==> src/timer_pkg.sv <==
package timer_pkg;
  localparam int          NUM_CH        = 2;
  localparam logic [15:0] CNT_ZERO      = 16'h0000;
  localparam logic [15:0] CNT_ONE       = 16'h0001;
  localparam logic [15:0] CNT_MAX       = 16'hffff;
  localparam logic [15:0] MOD_RESET     = 16'h0000;
  localparam logic [7:0]  BYTE_RESET    = 8'h00;
  // channel mode field, valid only with center alignment off
  localparam logic [1:0]  MODE_CAPTURE  = 2'h0;
  localparam logic [1:0]  MODE_COMPARE  = 2'h1;
  // capture edge select
  localparam logic [1:0]  EDGE_OFF      = 2'h0;
  localparam logic [1:0]  EDGE_RISE     = 2'h1;
  localparam logic [1:0]  EDGE_FALL     = 2'h2;
  localparam logic [1:0]  EDGE_BOTH     = 2'h3;
  localparam int          HI_MSB        = 15;
  localparam int          HI_LSB        = 8;
  localparam int          LO_MSB        = 7;

  typedef enum logic {DIR_UP, DIR_DOWN} dir_t;
endpackage

==> src/timer_ch_if.sv <==
`timescale 1ns/10ps
interface timer_ch_if;
  logic [15:0] count;
  logic        center_align_select;
  logic [1:0]  channel_mode;
  logic [1:0]  edge_sel;
  logic        pin;
  logic        rd_hi;
  logic        rd_lo;
  logic        ctrl_wr;
  logic [7:0]  rd_data;
  logic        capture_event;

  modport timer (
    output count, center_align_select, channel_mode, edge_sel, pin, rd_hi, rd_lo, ctrl_wr,
    input  rd_data, capture_event
  );
  modport chan (
    input  count, center_align_select, channel_mode, edge_sel, pin, rd_hi, rd_lo, ctrl_wr,
    output rd_data, capture_event
  );
endinterface

==> src/timer_counter_capture.sv <==
`timescale 1ns/10ps
module timer_counter_capture (
  input  wire logic                            CLK_SYS_I,
  input  wire logic                            RESETN_I,
  input  wire logic                            TIMER_TICK_I,
  input  wire logic                            CENTER_ALIGN_SELECT_I,
  input  wire logic [15:0]                     MODULUS_I,
  input  wire logic                            OVERFLOW_IRQ_ENABLE_I,
  input  wire logic                            OVERFLOW_FLAG_CLEAR_I,
  input  wire logic                            COUNT_HIGH_BYTE_RD_I,
  input  wire logic                            COUNT_LOW_BYTE_RD_I,
  input  wire logic                            COUNT_WR_I,
  input  wire logic [2*timer_pkg::NUM_CH-1:0]  CHANNEL_MODE_I,
  input  wire logic [2*timer_pkg::NUM_CH-1:0]  CHANNEL_EDGE_SEL_I,
  input  wire logic [timer_pkg::NUM_CH-1:0]    CHANNEL_PIN_I,
  input  wire logic [timer_pkg::NUM_CH-1:0]    CAPTURE_VALUE_HIGH_RD_I,
  input  wire logic [timer_pkg::NUM_CH-1:0]    CAPTURE_VALUE_LOW_RD_I,
  input  wire logic [timer_pkg::NUM_CH-1:0]    CHANNEL_CTRL_STATUS_WR_I,
  output logic      [15:0]                     COUNT_O,
  output logic      [7:0]                      COUNT_RD_DATA_O,
  output logic                                 OVERFLOW_FLAG_O,
  output logic                                 OVERFLOW_IRQ_O,
  output logic      [8*timer_pkg::NUM_CH-1:0]  CAPTURE_RD_DATA_O,
  output logic      [timer_pkg::NUM_CH-1:0]    CAPTURE_EVENT_O
);
  logic [15:0]       count;
  timer_pkg::dir_t   dir;
  logic              overflow_flag;
  logic              irq;
  logic [15:0]       buffer;
  logic              pending;
  logic              hi_done;
  logic              lo_done;
  logic [7:0]        rd_data;
  logic [15:0]       next_count;
  timer_pkg::dir_t   next_dir;
  logic              next_overflow_flag;
  logic              next_irq;
  logic [15:0]       next_buffer;
  logic              next_pending;
  logic              next_hi_done;
  logic              next_lo_done;
  logic [7:0]        next_rd_data;

  localparam logic [15:0] CNT_ZERO_L = timer_pkg::CNT_ZERO;

  // counting and overflow
  always_comb begin
    logic [15:0] terminal;
    logic        ovf;
    terminal           = CNT_ZERO_L;
    ovf                = 1'b0;
    next_count         = count;
    next_dir           = dir;
    terminal = (MODULUS_I == timer_pkg::CNT_ZERO) ? timer_pkg::CNT_MAX : MODULUS_I;
    if (COUNT_WR_I) begin
      next_count = timer_pkg::CNT_ZERO;
      next_dir   = timer_pkg::DIR_UP;
    end else if (TIMER_TICK_I) begin
      if (CENTER_ALIGN_SELECT_I) begin
        case (dir)
          timer_pkg::DIR_UP: begin
            if (count >= MODULUS_I) begin
              // reversal: modulus held one tick, then next lower count
              next_count = (MODULUS_I == timer_pkg::CNT_ZERO) ? timer_pkg::CNT_ZERO
                                                              : MODULUS_I - timer_pkg::CNT_ONE;
              next_dir   = timer_pkg::DIR_DOWN;
              ovf        = 1'b1;
            end else begin
              next_count = count + timer_pkg::CNT_ONE;
            end
          end
          timer_pkg::DIR_DOWN: begin
            if (count == timer_pkg::CNT_ZERO) begin
              next_count = (MODULUS_I == timer_pkg::CNT_ZERO) ? timer_pkg::CNT_ZERO
                                                              : timer_pkg::CNT_ONE;
              next_dir   = timer_pkg::DIR_UP;
            end else begin
              next_count = count - timer_pkg::CNT_ONE;
            end
          end
          default: begin
            next_dir = timer_pkg::DIR_UP;
          end
        endcase
      end else begin
        next_dir = timer_pkg::DIR_UP;
        if (count >= terminal) begin
          next_count = timer_pkg::CNT_ZERO;
          ovf        = 1'b1;
        end else begin
          next_count = count + timer_pkg::CNT_ONE;
        end
      end
    end
    // set wins over a clear in the same cycle
    next_overflow_flag = ovf || (overflow_flag && !OVERFLOW_FLAG_CLEAR_I);
    next_irq           = next_overflow_flag && OVERFLOW_IRQ_ENABLE_I;
  end

  // coherent two-byte counter reads
  always_comb begin
    logic [15:0] src;
    src          = CNT_ZERO_L;
    next_buffer  = buffer;
    next_pending = pending;
    next_hi_done = hi_done;
    next_lo_done = lo_done;
    next_rd_data = rd_data;
    if (COUNT_WR_I) begin
      next_pending = 1'b0;
      next_hi_done = 1'b0;
      next_lo_done = 1'b0;
    end else if (COUNT_HIGH_BYTE_RD_I || COUNT_LOW_BYTE_RD_I) begin
      src = pending ? buffer : count;
      if (!pending) begin
        next_buffer = count;
      end
      next_rd_data = COUNT_HIGH_BYTE_RD_I ? src[timer_pkg::HI_MSB:timer_pkg::HI_LSB]
                                          : src[timer_pkg::LO_MSB:0];
      if ((hi_done || COUNT_HIGH_BYTE_RD_I) &&
          (lo_done || (COUNT_LOW_BYTE_RD_I && !COUNT_HIGH_BYTE_RD_I))) begin
        next_pending = 1'b0;
        next_hi_done = 1'b0;
        next_lo_done = 1'b0;
      end else begin
        next_pending = 1'b1;
        next_hi_done = hi_done || COUNT_HIGH_BYTE_RD_I;
        next_lo_done = lo_done || (COUNT_LOW_BYTE_RD_I && !COUNT_HIGH_BYTE_RD_I);
      end
    end
  end

  always_ff @(posedge CLK_SYS_I) begin
    if (!RESETN_I) begin
      count         <= timer_pkg::CNT_ZERO;
      dir           <= timer_pkg::DIR_UP;
      overflow_flag <= 1'b0;
      irq           <= 1'b0;
      buffer        <= timer_pkg::CNT_ZERO;
      pending       <= 1'b0;
      hi_done       <= 1'b0;
      lo_done       <= 1'b0;
      rd_data       <= timer_pkg::BYTE_RESET;
    end else begin
      count         <= next_count;
      dir           <= next_dir;
      overflow_flag <= next_overflow_flag;
      irq           <= next_irq;
      buffer        <= next_buffer;
      pending       <= next_pending;
      hi_done       <= next_hi_done;
      lo_done       <= next_lo_done;
      rd_data       <= next_rd_data;
    end
  end

  assign COUNT_O         = count;
  assign COUNT_RD_DATA_O = rd_data;
  assign OVERFLOW_FLAG_O = overflow_flag;
  assign OVERFLOW_IRQ_O  = irq;

  timer_ch_if ch_bus [timer_pkg::NUM_CH] ();

  genvar gi;
  generate
    for (gi = 0; gi < timer_pkg::NUM_CH; gi++) begin : g_ch
      assign ch_bus[gi].count               = count;
      assign ch_bus[gi].center_align_select = CENTER_ALIGN_SELECT_I;
      assign ch_bus[gi].channel_mode        = CHANNEL_MODE_I[2*gi+1:2*gi];
      assign ch_bus[gi].edge_sel            = CHANNEL_EDGE_SEL_I[2*gi+1:2*gi];
      assign ch_bus[gi].pin                 = CHANNEL_PIN_I[gi];
      assign ch_bus[gi].rd_hi               = CAPTURE_VALUE_HIGH_RD_I[gi];
      assign ch_bus[gi].rd_lo               = CAPTURE_VALUE_LOW_RD_I[gi];
      assign ch_bus[gi].ctrl_wr             = CHANNEL_CTRL_STATUS_WR_I[gi];
      assign CAPTURE_RD_DATA_O[8*gi+7:8*gi] = ch_bus[gi].rd_data;
      assign CAPTURE_EVENT_O[gi]            = ch_bus[gi].capture_event;

      capture_channel u_ch (
        .clk_i    (CLK_SYS_I),
        .resetn_i (RESETN_I),
        .ch       (ch_bus[gi])
      );
    end
  endgenerate
endmodule // timer_counter_capture

==> src/capture_channel.sv <==
`timescale 1ns/10ps
module capture_channel (
  input  wire logic  clk_i,
  input  wire logic  resetn_i,
  timer_ch_if.chan   ch
);
  logic [15:0] value;
  logic [15:0] buffer;
  logic        pending;
  logic        hi_done;
  logic        lo_done;
  logic        pin_prev;
  logic [7:0]  rd_data;
  logic        capture_event;
  logic [15:0] next_value;
  logic [15:0] next_buffer;
  logic        next_pending;
  logic        next_hi_done;
  logic        next_lo_done;
  logic [7:0]  next_rd_data;
  logic        next_capture_event;

  localparam logic [15:0] CNT_ZERO_W = timer_pkg::CNT_ZERO;

  always_comb begin
    logic        is_capture;
    logic        active;
    logic [15:0] src;
    is_capture = 1'b0;
    active     = 1'b0;
    src        = CNT_ZERO_W;
    next_value   = value;
    next_buffer  = buffer;
    next_pending = pending;
    next_hi_done = hi_done;
    next_lo_done = lo_done;
    next_rd_data = rd_data;
    next_capture_event = 1'b0;
    is_capture = !ch.center_align_select && (ch.channel_mode == timer_pkg::MODE_CAPTURE);
    case (ch.edge_sel)
      timer_pkg::EDGE_RISE: active = ch.pin && !pin_prev;
      timer_pkg::EDGE_FALL: active = !ch.pin && pin_prev;
      timer_pkg::EDGE_BOTH: active = ch.pin != pin_prev;
      default:              active = 1'b0;
    endcase
    if (is_capture && active) begin
      next_value         = ch.count;
      next_capture_event = 1'b1;
    end
    if (ch.ctrl_wr) begin
      next_pending = 1'b0;
      next_hi_done = 1'b0;
      next_lo_done = 1'b0;
    end else if (ch.rd_hi || ch.rd_lo) begin
      src = pending ? buffer : value;
      if (!pending) begin
        next_buffer = value;
      end
      next_rd_data = ch.rd_hi ? src[timer_pkg::HI_MSB:timer_pkg::HI_LSB]
                              : src[timer_pkg::LO_MSB:0];
      if ((hi_done || ch.rd_hi) && (lo_done || ch.rd_lo && !ch.rd_hi)) begin
        next_pending = 1'b0;
        next_hi_done = 1'b0;
        next_lo_done = 1'b0;
      end else begin
        next_pending = 1'b1;
        next_hi_done = hi_done || ch.rd_hi;
        next_lo_done = lo_done || (ch.rd_lo && !ch.rd_hi);
      end
    end
  end

  always_ff @(posedge clk_i) begin
    if (!resetn_i) begin
      value         <= timer_pkg::CNT_ZERO;
      buffer        <= timer_pkg::CNT_ZERO;
      pending       <= 1'b0;
      hi_done       <= 1'b0;
      lo_done       <= 1'b0;
      pin_prev      <= 1'b0;
      rd_data       <= timer_pkg::BYTE_RESET;
      capture_event <= 1'b0;
    end else begin
      value         <= next_value;
      buffer        <= next_buffer;
      pending       <= next_pending;
      hi_done       <= next_hi_done;
      lo_done       <= next_lo_done;
      pin_prev      <= ch.pin;
      rd_data       <= next_rd_data;
      capture_event <= next_capture_event;
    end
  end

  assign ch.rd_data       = rd_data;
  assign ch.capture_event = capture_event;
endmodule // capture_channel

==> config.mk <==
export PLATFORM = sky130hd
export DESIGN_NAME = timer_counter_capture
export DESIGN_NICKNAME = d
export VERILOG_FILES = /design/src/timer_pkg.sv /design/src/timer_ch_if.sv /design/src/timer_counter_capture.sv /design/src/capture_channel.sv
export SDC_FILE = /design/constraint.sdc
export NUM_CORES = 1
export LEC_CHECK = 0
export BUFFER_PORTS_ARGS = -buffer_cell sky130_fd_sc_hd__buf_2
export CAP_MARGIN = 15
export CORE_ASPECT_RATIO = 1.5
export CORE_MARGIN = 2
export CORE_UTILIZATION = 50
export DETAILED_ROUTE_END_ITERATION = 8
export PLACE_DENSITY_LB_ADDON = 0.05
export SYNTH_ARGS = -nofsm -noshare
export SYNTH_HDL_FRONTEND = slang
export SYNTH_SLANG_ARGS = --single-unit
==> constraint.sdc <==
create_clock -name CLK_SYS_I -period 9.1 [get_ports CLK_SYS_I]
set_clock_uncertainty 0.1 [all_clocks]
set_input_delay 0.91 -clock CLK_SYS_I [delete_from_list [all_inputs] [get_ports CLK_SYS_I]]
set_output_delay 0.91 -clock CLK_SYS_I [all_outputs]
set_load 0.01 [all_outputs]
==> reports/results.ini <==
[clock_tree]
cts-resized-gates=0
cts_inserted_buffers=17
clockRootBuffer=clkbuf_16
cts-htree-levels=4
numClockSinks=136
clkSlewWorstSetupHoldPaths_ps=60
cts-hold-fix-buffers=0
cts.path.max_buffers=2
cts_tree=built
cts_setup_buffers=0
clk_latency_ps=420

[logic_synthesis]
yosysWarnings=0
netlist_area_um2=7890
synth_edf_count=0
postSynthAreaPerCell_um2=8.44
ys_top_cells_by_area=dfxtp_1 35%, nand2_1 8.3%, mux4_2 6.9%
yosys.area.top_type=dfxtp_1
syn_nets=1015
ys_seq_area_share_pct=34.5
synth-async-reset-ratio_pct=0
yosysTopAreaCellShare_pct=34.5
synthCells=934
yosysMostFrequentCell=nand2_1
ys_types=74
synthFlopType=dfxtp_1
ys_top_cells_by_count=175 x nand2_1, 136 x dfxtp_1, 71 x a21boi_0
synth-seq-cells=136

[timing]
max-slew-margin-rel_pct=27.7
rsz0062_at_grt=false
timing.fmax_ghz=0.198
fin_crit_sh_pct=55.4
layout_min_cycle_time_ps=5040
max_slew.worst_pin.slew_ps=1080
setup_viol=0
final-hold-violation-count=0
slew_violations=0
finalSetupTns_ps=0
fin_worst_hold_slack_ps=352
setup_ws_ps=4060

[critical_path]
worstPathArrival_ps=5270
worst_r2r_endpoint=COUNT_O[2]
reg2reg_slack_ps=5520
path_class=input pin to flop
critPathMaxFanout=21
crit_start=MODULUS_I[1]
worstReg2RegStart=COUNT_O[0]
critPathRequiredTime_ps=9330
reg2reg_depth=9
cp-start-kind=input pin
crit_path_end=COUNT_O[6]
end_kind=flop

[global_routing]
overflow=0
grt_max_degree=104
first_global_vias=6679
antenna_found_initial=0
grt_usage_pct=27.3
grt_first_pass_wirelength_um=35600

[cells_and_area]
final_util_pct=58.0
diodes=0
fin_nets=1067
multi_input_area_um2=4780
n_fill_cell=1511
area_growth_syn_to_layout_pct=14.3
drive_gt1_share_pct=17.6
seq_area_um2=2720
design_area_um2=9020

[placed_design]
port_buffers=84
place_area_um2=8420
dpl.hpwl_um=15800
dp_slack_ps=3620
place_congestion=0.964

[die]
coreArea_um2=15600
initial_core_util_pct=50.7
die_h_um=158
die_w_um=107
std_cell_rows=56
ioPinCount=85
dieArea_um2=16800

[drt]
first_pass_iters=5
wl_um=22200
vias=6946
vias_per_cell=5.78
drt_iter0_drc=521
drcViolationCount=0
drtAntennaViolNets=0
wl_per_cell_um=18.5

[power]
power_leakage_uw=0.00340
p_per_area_nw_per_um2=157
ir_worst_vdd_mv=0.116

[hold_path]
worstHoldPathType=flop to flop

[run]
cap_violations=0

[run_status]
status=complete, no violations

area by class of cell:
cell class	instances	area share [%]
inverter	33	1.37
clock inverter	12	1.57
tap	203	2.82
timing repair buffer	99	5.91
clock buffer	20	5.07
sequential	136	30.2
multi-input combinational	699	53.1
layer usage:
| layer | GRT usage, % | part of all wire (%) |
|---|---|---|
| met4 | 15.5 | 4.7 |
| met3 | 4.41 | 4.7 |
| met5 | 0 | 0 |
| met1 | 31.4 | 40 |
| met2 | 48.1 | 50 |
kinds of logic (layout without fill, tap and decap cells):
group | count (synthesis) | after routing | synth area share, %
adders and majority gates | 40 | 40 | 6.35
buffers and inverters | 99 | 164 | 4.98
xor gates and xnor gates | 19 | 19 | 2.11
AOI/OAI and AO/OA | 204 | 204 | 18.2
and+or+nand+nor | 373 | 373 | 22.0
DFF | 136 | 136 | 34.5
muxes | 63 | 63 | 11.8
where the power goes:
part,internal (µW),total [µW],switching [µW]
registers,599,606,7.03
clock network,422,697,275
logic,42.6,113,70.9
cells in the final DEF, fill, tap and decap left out, types with 24 or more instances in the layout:
cell,count
a21boi_0,71
buf_2,84
nor2_1,69
inv_1,33
ha_1,40
nand2_1,175
a21oi_1,29
o21ai_0,25
dfxtp_1,136
mux2i_1,38
mux4_2,24
nor2b_1,38
flip-flops by register name, summed over array words and instances, names as in the netlist, 2 cells and up:
signal / flops
g_ch.u_ch.lo_done: 2
buffer: 16
g_ch.u_ch.ch.rd_data: 16
COUNT_O: 16
g_ch.u_ch.ch.capture_event: 2
g_ch.u_ch.hi_done: 2
COUNT_RD_DATA_O: 8
g_ch.u_ch.pin_prev: 2
g_ch.u_ch.buffer: 32
g_ch.u_ch.pending: 2
g_ch.u_ch.value: 32
how the worst min path moves through the flow:
stage                            startpoint                 endpoint  cells after the start
floorplan                         buffer[6]                buffer[6]                      2
global placement                  buffer[6]                buffer[6]                      2
detailed placement                buffer[6]                buffer[6]                      2
CTS                               buffer[6]                buffer[6]                      2
global route        g_ch[1].u_ch.buffer[13]  g_ch[1].u_ch.buffer[13]                      2
finish                            buffer[6]                buffer[6]                      2
worst max-delay path, cell delays in order:
cell and delay (ps):
buf_2 110, inv_1 100, ha_1 190, nor3b_1 400
nand2_1 320, nor3_4 730, nor2_1 90, ha_1 310
a211oi_1 250, nor2_1 70, a2111oi_0 530, o21ai_1 460
or4b_1 580, a41oi_1 210
through the flow:
stage / instances / total power [µW]
6_report: 1202 / 1420
5_1_grt: 1202 / 1470
4_1_cts: 1202 / 1430
3_5_place_dp: 1170 / 732
3_3_place_gp: 1170 / 733
2_1_floorplan: 934 / 694
Note: power is estimated with default switching activity, not from simulation.
